File: src/hdl/fas_defs.svh
// Constants for the field-adjust settings bank.
// Assumes inclusion by bare name from design and bench files.
`ifndef FAS_DEFS_SVH
`define FAS_DEFS_SVH

// ----------------------------------------
// Register numbers
// ----------------------------------------
`define FAS_REG_FIRST        7'h33
`define FAS_REG_LAST         7'h63
`define FAS_STD_FIRST        7'h41
`define FAS_STD_LAST         7'h60
`define FAS_HALL_DWELL       7'h41
`define FAS_CAR_DWELL        7'h42
`define FAS_SHORT_DWELL      7'h43
`define FAS_RUN_SHUTDOWN     7'h44
`define FAS_NUDGING          7'h45
`define FAS_EYE_CUTOUT       7'h46
`define FAS_STUCK_BUTTON     7'h47
`define FAS_LANDING_COUNT    7'h4c
`define FAS_MAIN_FIRE        7'h4d
`define FAS_ALT_FIRE         7'h4e
`define FAS_ALT_HOME         7'h55

// ----------------------------------------
// Factory defaults
// ----------------------------------------
`define FAS_DEF_HALL_DWELL   16'h0032
`define FAS_DEF_CAR_DWELL    16'h0032
`define FAS_DEF_SHORT_DWELL  16'h000a
`define FAS_DEF_RUN_SHUTDOWN 16'h00fa
`define FAS_DEF_NUDGING      16'h0019
`define FAS_DEF_EYE_CUTOUT   16'h0014
`define FAS_DEF_STUCK_BUTTON 16'h001e
`define FAS_DEF_LANDINGS     16'h0008
`define FAS_DEF_MAIN_FIRE    16'h0001
`define FAS_DEF_ALT_FIRE     16'h0002
`define FAS_DEF_ALT_HOME     16'h0001
`define FAS_DEF_OTHER        16'h0000

// ----------------------------------------
// Timing
// ----------------------------------------
`define FAS_CLK_MHZ          250
`define FAS_TENTH_NS         100000000
`define FAS_CLK_NS           4
`define FAS_TENTH_CYCLES     (`FAS_TENTH_NS / `FAS_CLK_NS)
`define FAS_TENTHS_PER_SEC   16'h000a
`define FAS_SHORT_CAR_DWELL  16'h0014

`endif

File: src/hdl/fas_pkg.sv
// Types for the field-adjust settings bank.
// Assumes fas_defs.svh is available.
package fas_pkg;

  typedef enum logic [1:0] {
    FAS_DOOR_IDLE  = 2'b00,
    FAS_DOOR_DWELL = 2'b01,
    FAS_DOOR_CLOSE = 2'b10
  } fas_door_e;

  typedef struct packed {
    logic hall_stop;
    logic car_call;
    logic reopen;
    logic doors_open;
    logic doors_closed;
  } fas_door_s;

  typedef struct packed {
    logic automatic_mode;
    logic call_registered;
    logic running_up;
    logic run_start;
    logic floor_passed;
    logic eye_input;
    logic inspection;
    logic top_reset;
    logic fire_main;
    logic fire_alt;
    logic idle;
    logic homing_en;
    logic alt_home_en;
  } fas_car_s;

endpackage : fas_pkg

File: src/hdl/fas_bank.sv
// Field-adjust settings bank with the timers and landings it drives.
// Assumes pins come from input modules, asynchronous to clk_sys.
`timescale 1ns/1ps
`default_nettype none
`include "fas_defs.svh"

module fas_bank
  import fas_pkg::*;
#(
  parameter int unsigned TENTH_CYCLES = `FAS_TENTH_CYCLES
) (
  input  wire logic        clk_sys,
  input  wire logic        rst_b,
  input  wire logic [6:0]  select_input,
  input  wire logic        commit_strobe_input,
  input  wire logic [15:0] value_input,
  input  wire fas_door_s   door_pin,
  input  wire fas_car_s    car_pin,
  input  wire logic [7:0]  car_floor,
  output logic             adjust_mode,
  output logic             door_close_cmd,
  output logic             nudge_cmd,
  output logic             eye_ignored,
  output logic             run_shutdown,
  output logic             own_landing_calls_off,
  output logic [15:0]      load_position,
  output logic [15:0]      target_floor,
  output logic             target_valid,
  output logic             fire_doors_hold,
  output logic [15:0]      top_served_floor,
  output logic [15:0]      read_value
);

  // ----------------------------------------
  // Input synchronisers
  // ----------------------------------------
  localparam int SYNC_W = 7 + 1 + 16 + 5 + 13;
  logic [SYNC_W-1:0] sync_a;
  logic [SYNC_W-1:0] sync_b;

  always_ff @(posedge clk_sys or negedge rst_b) begin
    if (!rst_b) begin
      sync_a <= '0;
      sync_b <= '0;
    end else begin
      sync_a <= {select_input, commit_strobe_input, value_input, door_pin, car_pin};
      sync_b <= sync_a;
    end
  end

  logic [6:0]  sel;
  logic        commit;
  logic [15:0] val;
  fas_door_s   door;
  fas_car_s    car;
  assign {sel, commit, val, door, car} = sync_b;

  // ----------------------------------------
  // Power-up straps, taken on third edge once synchroniser is full
  // ----------------------------------------
  logic [1:0] strap_cnt;
  logic       factory_req;
  always_ff @(posedge clk_sys or negedge rst_b) begin
    if (!rst_b) begin
      strap_cnt   <= 2'h0;
      adjust_mode <= 1'b0;
      factory_req <= 1'b0;
    end else if (strap_cnt != 2'h3) begin
      strap_cnt   <= strap_cnt + 2'h1;
      adjust_mode <= val[0] & val[1];
      factory_req <= (strap_cnt == 2'h2) & val[0] & val[1] & ~val[2];
    end else begin
      factory_req <= 1'b0;
    end
  end

  // Strap inputs must drop before selections count
  logic armed;
  always_ff @(posedge clk_sys or negedge rst_b) begin
    if (!rst_b) begin
      armed <= 1'b0;
    end else if (adjust_mode && strap_cnt == 2'h3 && !val[0] && !val[1]) begin
      armed <= 1'b1;
    end
  end

  // ----------------------------------------
  // Register file 51..99
  // ----------------------------------------
  localparam int NREG = 49;
  logic [15:0] regs [NREG];

  function automatic logic [15:0] fas_default(input logic [6:0] num);
    case (num)
      `FAS_HALL_DWELL:    fas_default = `FAS_DEF_HALL_DWELL;
      `FAS_CAR_DWELL:     fas_default = `FAS_DEF_CAR_DWELL;
      `FAS_SHORT_DWELL:   fas_default = `FAS_DEF_SHORT_DWELL;
      `FAS_RUN_SHUTDOWN:  fas_default = `FAS_DEF_RUN_SHUTDOWN;
      `FAS_NUDGING:       fas_default = `FAS_DEF_NUDGING;
      `FAS_EYE_CUTOUT:    fas_default = `FAS_DEF_EYE_CUTOUT;
      `FAS_STUCK_BUTTON:  fas_default = `FAS_DEF_STUCK_BUTTON;
      `FAS_LANDING_COUNT: fas_default = `FAS_DEF_LANDINGS;
      `FAS_MAIN_FIRE:     fas_default = `FAS_DEF_MAIN_FIRE;
      `FAS_ALT_FIRE:      fas_default = `FAS_DEF_ALT_FIRE;
      `FAS_ALT_HOME:      fas_default = `FAS_DEF_ALT_HOME;
      default:            fas_default = `FAS_DEF_OTHER;
    endcase
  endfunction : fas_default

  function automatic logic in_range(input logic [6:0] num);
    in_range = (num >= `FAS_REG_FIRST) && (num <= `FAS_REG_LAST);
  endfunction : in_range

  logic commit_d;
  logic write_en;
  always_ff @(posedge clk_sys or negedge rst_b) begin
    if (!rst_b) begin
      commit_d <= 1'b0;
    end else begin
      commit_d <= commit;
    end
  end
  assign write_en = adjust_mode && armed && commit && !commit_d && in_range(sel);

  logic [5:0] widx;
  assign widx = 6'(sel - `FAS_REG_FIRST);

  // Value inputs are two's complement weights directly
  genvar gi;
  generate
    for (gi = 0; gi < NREG; gi++) begin : g_reg
      localparam logic [6:0] NUM = 7'(gi + 51);
      // Settings survive reset; only the factory strap reloads them
      always_ff @(posedge clk_sys) begin
        if (factory_req) begin
          regs[gi] <= fas_default(NUM);
        end else if (write_en && widx == 6'(gi)) begin
          regs[gi] <= val;
        end
      end
    end
  endgenerate

  function automatic logic [15:0] rd(input logic [6:0] num);
    rd = regs[6'(num - `FAS_REG_FIRST)];
  endfunction : rd

  always_ff @(posedge clk_sys or negedge rst_b) begin
    if (!rst_b) begin
      read_value <= '0;
    end else begin
      read_value <= in_range(sel) ? rd(sel) : 16'h0000;
    end
  end

  // ----------------------------------------
  // Tenth-second tick
  // ----------------------------------------
  logic [31:0] pre_cnt;
  logic        tick;
  always_ff @(posedge clk_sys or negedge rst_b) begin
    if (!rst_b) begin
      pre_cnt <= '0;
    end else if (pre_cnt >= TENTH_CYCLES - 1) begin
      pre_cnt <= '0;
    end else begin
      pre_cnt <= pre_cnt + 32'h1;
    end
  end
  assign tick = (pre_cnt >= TENTH_CYCLES - 1);

  // ----------------------------------------
  // Door dwell
  // ----------------------------------------
  fas_door_e   door_state;
  logic [15:0] dwell_left;
  logic        hall_dwell;
  logic        car_d;
  logic        car_new;
  always_ff @(posedge clk_sys or negedge rst_b) begin
    if (!rst_b) begin
      car_d <= 1'b0;
    end else begin
      car_d <= door.car_call;
    end
  end
  assign car_new = door.car_call && !car_d;

  always_ff @(posedge clk_sys or negedge rst_b) begin
    if (!rst_b) begin
      door_state <= FAS_DOOR_IDLE;
      dwell_left <= '0;
      hall_dwell <= 1'b0;
    end else begin
      case (door_state)
        FAS_DOOR_IDLE: begin
          if (door.doors_open) begin
            door_state <= FAS_DOOR_DWELL;
            hall_dwell <= door.hall_stop;
            if (door.hall_stop) begin
              dwell_left <= rd(`FAS_HALL_DWELL);
            end else if (door.reopen) begin
              dwell_left <= rd(`FAS_SHORT_DWELL);
            end else begin
              dwell_left <= rd(`FAS_CAR_DWELL);
            end
          end
        end
        FAS_DOOR_DWELL: begin
          if (car_new && hall_dwell && dwell_left > rd(`FAS_CAR_DWELL)) begin
            dwell_left <= rd(`FAS_CAR_DWELL);
            hall_dwell <= 1'b0;
          end else if (car_new && !hall_dwell && dwell_left > rd(`FAS_SHORT_DWELL)) begin
            dwell_left <= rd(`FAS_SHORT_DWELL);
          end else if (dwell_left == 16'h0) begin
            door_state <= FAS_DOOR_CLOSE;
          end else if (tick) begin
            dwell_left <= dwell_left - 16'h1;
          end
        end
        FAS_DOOR_CLOSE: begin
          if (door.doors_closed) begin
            door_state <= FAS_DOOR_IDLE;
          end
        end
        default: door_state <= FAS_DOOR_IDLE;
      endcase
    end
  end
  assign door_close_cmd = (door_state == FAS_DOOR_CLOSE);

  // ----------------------------------------
  // Nudging, seconds counted in tenths to avoid a whole-second error
  // ----------------------------------------
  logic [19:0] nudge_cnt;
  always_ff @(posedge clk_sys or negedge rst_b) begin
    if (!rst_b) begin
      nudge_cnt <= '0;
      nudge_cmd <= 1'b0;
    end else if (door.doors_closed || car.run_start || !car.automatic_mode || !car.call_registered) begin
      nudge_cnt <= '0;
      nudge_cmd <= 1'b0;
    end else if (nudge_cnt >= 20'(rd(`FAS_NUDGING)) * 20'(`FAS_TENTHS_PER_SEC)) begin
      nudge_cmd <= 1'b1;
    end else if (tick) begin
      nudge_cnt <= nudge_cnt + 20'h1;
    end
  end

  // ----------------------------------------
  // Electric eye cutout, seconds
  // ----------------------------------------
  logic [19:0] eye_cnt;
  always_ff @(posedge clk_sys or negedge rst_b) begin
    if (!rst_b) begin
      eye_cnt     <= '0;
      eye_ignored <= 1'b0;
    end else if (car.floor_passed || car.run_start) begin
      eye_cnt     <= '0;
      eye_ignored <= 1'b0;
    end else if (eye_ignored) begin
      eye_ignored <= 1'b1;
    end else if (!car.eye_input) begin
      eye_cnt <= '0;
    end else if (eye_cnt >= 20'(rd(`FAS_EYE_CUTOUT)) * 20'(`FAS_TENTHS_PER_SEC)) begin
      eye_ignored <= 1'b1;
    end else if (tick) begin
      eye_cnt <= eye_cnt + 20'h1;
    end
  end

  // ----------------------------------------
  // Run-without-floor shutdown, tenths
  // ----------------------------------------
  logic [15:0] run_cnt;
  always_ff @(posedge clk_sys or negedge rst_b) begin
    if (!rst_b) begin
      run_cnt      <= '0;
      run_shutdown <= 1'b0;
    end else if (car.inspection) begin
      run_cnt      <= '0;
      run_shutdown <= 1'b0;
    end else if (!car.running_up || car.floor_passed) begin
      run_cnt <= '0;
    end else if (run_cnt >= rd(`FAS_RUN_SHUTDOWN)) begin
      run_shutdown <= 1'b1;
    end else if (tick) begin
      run_cnt <= run_cnt + 16'h1;
    end
  end

  // ----------------------------------------
  // Stuck button, seconds
  // ----------------------------------------
  logic [19:0] stuck_cnt;
  always_ff @(posedge clk_sys or negedge rst_b) begin
    if (!rst_b) begin
      stuck_cnt             <= '0;
      own_landing_calls_off <= 1'b0;
    end else if (car.run_start || !door.doors_open) begin
      stuck_cnt             <= '0;
      own_landing_calls_off <= 1'b0;
    end else if (stuck_cnt >= 20'(rd(`FAS_STUCK_BUTTON)) * 20'(`FAS_TENTHS_PER_SEC)) begin
      own_landing_calls_off <= 1'b1;
    end else if (tick) begin
      stuck_cnt <= stuck_cnt + 20'h1;
    end
  end

  // ----------------------------------------
  // Landings, fire and homing
  // ----------------------------------------
  logic [15:0] landings;
  logic [15:0] fire_sel;
  logic        fire_over;
  assign landings  = rd(`FAS_LANDING_COUNT);
  assign fire_sel  = car.fire_main ? rd(`FAS_MAIN_FIRE) : rd(`FAS_ALT_FIRE);
  assign fire_over = $signed(fire_sel) > $signed(landings);

  always_ff @(posedge clk_sys or negedge rst_b) begin
    if (!rst_b) begin
      top_served_floor <= '0;
      load_position    <= '0;
      target_floor     <= '0;
      target_valid     <= 1'b0;
      fire_doors_hold  <= 1'b0;
    end else begin
      top_served_floor <= landings;
      load_position    <= car.top_reset ? landings : {8'h00, car_floor};
      fire_doors_hold  <= (car.fire_main || car.fire_alt) && fire_over;
      if (car.fire_main || car.fire_alt) begin
        target_floor <= fire_over ? landings : fire_sel;
        target_valid <= 1'b1;
      end else if (car.idle && car.alt_home_en) begin
        target_floor <= rd(`FAS_ALT_HOME);
        target_valid <= 1'b1;
      end else if (car.idle && car.homing_en) begin
        target_floor <= rd(`FAS_MAIN_FIRE);
        target_valid <= 1'b1;
      end else begin
        target_valid <= 1'b0;
      end
    end
  end

endmodule : fas_bank
`default_nettype wire

File: config.mk
export PLATFORM = sky130hd
export DESIGN_NAME = fas_bank
export DESIGN_NICKNAME = d
export VERILOG_FILES = /design/src/hdl/fas_pkg.sv /design/src/hdl/fas_bank.sv
export VERILOG_INCLUDE_DIRS = /design/src /design/src/hdl
export SDC_FILE = /design/constraint.sdc
export NUM_CORES = 2
export LEC_CHECK = 0
export BUFFER_PORTS_ARGS = -buffer_cell sky130_fd_sc_hd__buf_2
export CAP_MARGIN = 10
export CORE_MARGIN = 1
export CORE_UTILIZATION = 30
export CTS_BUF_LIST = sky130_fd_sc_hd__clkbuf_4 sky130_fd_sc_hd__clkbuf_8 sky130_fd_sc_hd__clkbuf_16
export DETAILED_ROUTE_END_ITERATION = 7
export GPL_ROUTABILITY_DRIVEN = 0
export GPL_TIMING_DRIVEN = 0
export PLACE_DENSITY_LB_ADDON = 0.08
export SLEW_MARGIN = 20
export SYNTH_ARGS = -nofsm -noshare
export SYNTH_HDL_FRONTEND = slang
export SYNTH_SLANG_ARGS = --single-unit
File: constraint.sdc
create_clock -name clk_sys -period 4.34 [get_ports clk_sys]
set_input_delay 0.217 -clock clk_sys [delete_from_list [all_inputs] [get_ports clk_sys]]
set_output_delay 0.217 -clock clk_sys [all_outputs]
set_load 0.01 [all_outputs]
Yosys cells after proc, flatten, opt, wreduce, memory -nomap -nowiden --
Memory sizes are Yosys's and may differ from the RTL's. Index checks and enable logic that the tools add are counted.
Word-level totals: flip-flop bits (word level) 288, latch bits 0, memory bits (writable) 784, ROM bits 0, memories kept 1
Cells by class: add/subtract/negate cells 8, multiply operators 3, div/mod/pow operators 0, magnitude comparators 10, eq/ne operators 68, shift operators 0, multiplexer cells 253, bitwise operators 54, reductions and logical operators 100
Memories:
- regs | depth 49, width 16, rd ports 12, clocked after memory_dff 0, wr ports 49, RTL line fas_bank.sv:91 | logic [15:0] regs [NREG];
Operators by type and width (number):
- $mux W16 | 67
- $mux W20 | 11
- $mux W1 | 166
- $eq A6 B6 Y1 const B | 17
- $eq A6 B5 Y1 const B | 16
- $logic_and A1 B1 Y1 | 65
- $add A20 B1 Y20 const B | 3
- $ge A20 B20 Y1 | 3
- $mul A16 B3 Y19 const B | 3
- $or A1 B1 Y1 | 49
- $eq A6 B4 Y1 const B | 8
- $gt A16 B16 Y1 | 3
- $add A32 B1 Y32 const B | 1
- $ge A32 B25 Y1 const B | 1
- $mux W32 | 1
- $pmux W16 S2 | 1
- $eq A6 B3 Y1 const B | 4
- $ne A2 B2 Y1 const B | 9
- $add A16 B1 Y16 const B | 1
- $ge A16 B16 Y1 | 1
- $logic_not A16 Y1 | 1
- $sub A16 B1 Y16 const B | 1
- $eq A6 B2 Y1 const B | 2
- $reduce_bool A2 Y1 | 6
- 25 further kinds | 56

Logic depth before layout (Yosys ltp) --
depth after elaboration 9, mapped depth 21

Worst setup path after synthesis --
No wires, ideal clock.
path type reg-to-reg, start point mem regs[20][1], end point reg stuck_cnt[2], library setup time 120 ps, arrival time 4412 ps, setup slack -192 ps, stages on the path, launching flop included 19, buffers on the path 1, clock period less this slack 4532 ps, cell sequence edfxtp_1 -> ha_1 -> ha_1 -> inv_1 -> fa_1 -> nor2b_1 -> o21a_1 -> o21ai_0 -> a211o_1 -> nand2_1 -> o41ai_1 -> xor2_1 -> ha_1 -> nand4_1 -> or3_1 -> a2111oi_1 -> nor3_2 -> buf_2 -> a31o_2
RTL lines:
- from (decl) | RTL line fas_bank.sv:91
- to (signal assigned) | RTL line fas_bank.sv:306 | stuck_cnt <= stuck_cnt + 20'h1;
- to (decl) | RTL line fas_bank.sv:295 | logic [19:0] stuck_cnt;

==> impl_results.md <==
* Count of different cell masters after synthesis at 78
* Clock buffer depth at 3
* Critical path required time at 5.01 ns
* Async S/R FF share, synth at between 20 and 30%
* Pwr Density at approximately 380 mW/mm²
* Clock skew at approximately 0.034 ns
* Post-synth top flop: edfxtp_1
* Area of the mapped netlist at 0.0528 mm²
* Routed WL per cell at approximately 30 µm
* Antenna Nets Post-Route at 0
* Final WS setup at -0.360 ns
* Reg2Reg Depth at 21
* Remaining Overflow, GRT at 0
* Worst Hold Class: input port to async pin
* Net Sw Power at 6.33 mW
* Final Instance Area at 0.0640 mm²
* Final Hold Viols at 0
* Die area at 0.178 mm²
* Die Width at ~420 µm
* Pwr Total at about 25 mW
* Synth top area cells: edfxtp_1 45%, dfrtp_1 14%, mux4_2 10%
* Slew @ Worst Pin at approximately 1.3 ns
* Yosys top cell by area: edfxtp_1
* Largest net degree at the start of global routing at 88
* Fin nets at 4828
* Share of the synthesized area in the top cell type at 44.6%
* Vias per cell at 5.41
* Worst vdd ir at 0.332 mV
* Fin. max-slew vios at 0
* Post-Place Worst Slack at -2.81 ns
* Layout cells sized above 1 at a little over a fifth
* Combinational share of power at under 10%
* Synth Area per Inst at 12.8 µm²
* CTS root buf: clkbuf_16
* Port bufs at about 120
* FP Rows at between 150 and 200
* DRT iter0 DRCs at 3594
* Final core occ at between 30 and 40%
* Commonest cells post-synth: 784 x edfxtp_1, 575 x nor3_1, 291 x clkbuf_1
* Clock buffer count from CTS at about 130
* Total track usage at 23.1%
* Area growth from synthesis to layout at 21.2%
* Die H at ~420 µm
* Worst Path Class, Setup: register to register
* Seq pwr share at around 46%
* Initial Utilization at a little under a third
* Filler cells at between 15000 and 20000
* Final min period at between 4 and 5 ns
* First-pass iteration count of the detailed router at 5
* Max_cap viols at 0
* Pint at approximately 18 mW
* # IOs at around 120
* Vias after detailed routing at approximately 38000
* DR DRC count at 0
* Register area share after synthesis at 58.2%
* Count of state elements after synthesis at ~1100
* Leak pwr at around 21 nW
* Syn Inst Count at 4123
* Clock Power Share at 45.4%
* Initial antenna violation count at 15
* Clk slew on worst S/H paths at approximately 0.060 ns
* Area after DPL at 0.0572 mm²
* Failing checks: negative setup slack
* Period Utilization, post-route at 108%
* EDFF count, synth at ~780
* Slew headroom at 15.8%
* Final hold slack at approximately 0.032 ns
* WP data arrival at 5.37 ns
* Max FO, Critical Path at 6
* First-pass GRT wire length at 292000 µm
* Count leader, synth: edfxtp_1
* RSZ-0062 raised after global routing: yes
* TritonCTS clock tree: built
* Number of global-route vias before repair at 38010
* Sw Ratio at between 20% and 30%
* Fmax at between 200 and 250 MHz
* Status: finished with violations
* Startpoint types: register
* H-tree depth at 4
* Routed WL at approximately 210000 µm
* Yosys warning total at 0
* Final Setup Violations at a little over 40
* Worst-skew pair later-pin latency at 0.79 ns
* Hpwl dp at approximately 150000 µm
* Core area at around 0.17 mm²
* Sink Count at about 1100
* Crit end category: register
## power groups by stage
stage / combinational, mW / clock (mW) / sequential [mW]
floorplan: 1.14 / 0 / 11.4
global placement: 1.96 / 0 / 11.5
detailed placement: 1.98 / 0 / 11.5
CTS: 2.10 / 11.4 / 11.3
global route: 2.26 / 11.8 / 11.3
finish: 2.11 / 11.2 / 11.3
## state kept, by name, summed over array words and instances (netlist names), 2 cells and up
name              cells
regs                784
sync_a               42
sync_b               42
pre_cnt              32
eye_cnt              20
nudge_cnt            20
stuck_cnt            20
dwell_left           16
load_position        16
read_value           16
run_cnt              16
target_floor         16
top_served_floor     16
door_state            2
strap_cnt             2
## area by class of cell
cell class	count	area [µm²]	area share [%]
sequential	1072	30800	48.0
multi-input combinational	2595	21500	33.6
clock buffer	171	3730	5.83
tap	2325	2910	4.54
timing repair buffer	290	2410	3.76
buffer	344	1640	2.56
clock inverter	66	599	0.936
inverter	118	443	0.692
antenna	3	7.51	0.0117
## cell usage in the layout (no fill, tap or decap), types with 51 or more instances in the layout
cell,netlist,routed
a21oi_1,104,87
and3_1,106,105
buf_2,30,144
buf_6,3,57
clkbuf_1,291,248
clkbuf_16,0,138
dfrtp_1,288,287
dlygate4sd3_1,0,51
edfxtp_1,784,784
ha_1,218,203
inv_1,118,116
mux2i_1,57,57
mux4_2,240,240
nand2_1,261,245
nand3_1,81,74
nor2_1,265,260
nor3_1,575,571
o21ai_0,101,57
xor2_1,62,59
## metal layers
layer	vias to the layer above	track usage [%]	part of all wire (%)
li1	16586	-	-
met1	19540	30.7	42
met2	1352	37.4	47
met3	303	4.46	6.4
met4	6	8.42	3.8
met5	-	0	0.051
## critical path: stages, from the launching register on
cell and delay, ns:
edfxtp_1 0.50, ha_4 0.33, ha_4 0.14, inv_2 0.03, fa_2 0.33, nor2b_1 0.13
o21a_1 0.16, o21ai_2 0.07, a211o_1 0.31, nand2_2 0.12, nor2_2 0.05, xor2_1 0.17
ha_1 0.30, a21o_1 0.16, a21o_1 0.15, a221o_1 0.35, a221oi_2 0.28, nand4_1 0.14
buf_6 0.16, buf_6 0.12, or4_1 0.46, a21oi_1 0.14
## per-stage QoR
stage                     std cells  TNS [ns]
final                          6984     -8.76
after CTS                      6967    -11.82
after floorplan                4129         0
after detailed placement       6618   -435.66
after global placement         6577  -2274.94
after global routing           6981    -19.40
## path summary, 6_finish.rpt
check                                 from  slack (ns)           end
min in group clk_sys       select_input[1]        0.08    sync_a[36]
min                                  rst_b        0.03    sync_b[13]
max reg2reg                    regs[18][3]       -0.36  nudge_cnt[5]
max in group asynchronous            rst_b        3.29    sync_b[31]
max                            regs[18][3]       -0.36  nudge_cnt[5]
min reg2reg                     sync_a[22]        0.34    sync_b[22]
## timing repair
item                                    4_1_cts  5_1_grt
endpoints found under the hold margin       251        0
cloned                                        4        0
hold buffers                                 52        0
setup buffers                                57       19
pin swaps                                    78       67
endpoints found under the setup margin      922      539
gates resized for setup                     193      116
## logic make-up (layout without fill, tap and decap cells)
family	after synthesis	in the layout	share of synthesized area, %
AOI/OAI and AO/OA	421	421	5.25
xor gates and xnor gates	93	93	1.54
adders and majority gates	221	221	5.28
buffers and inverters	462	989	3.40
DFF	1072	1072	58.2
muxes	337	337	12.2
other	1	10	0.00710
and+or+nand+nor	1516	1516	14.1
(Power assumes the default switching activity.)
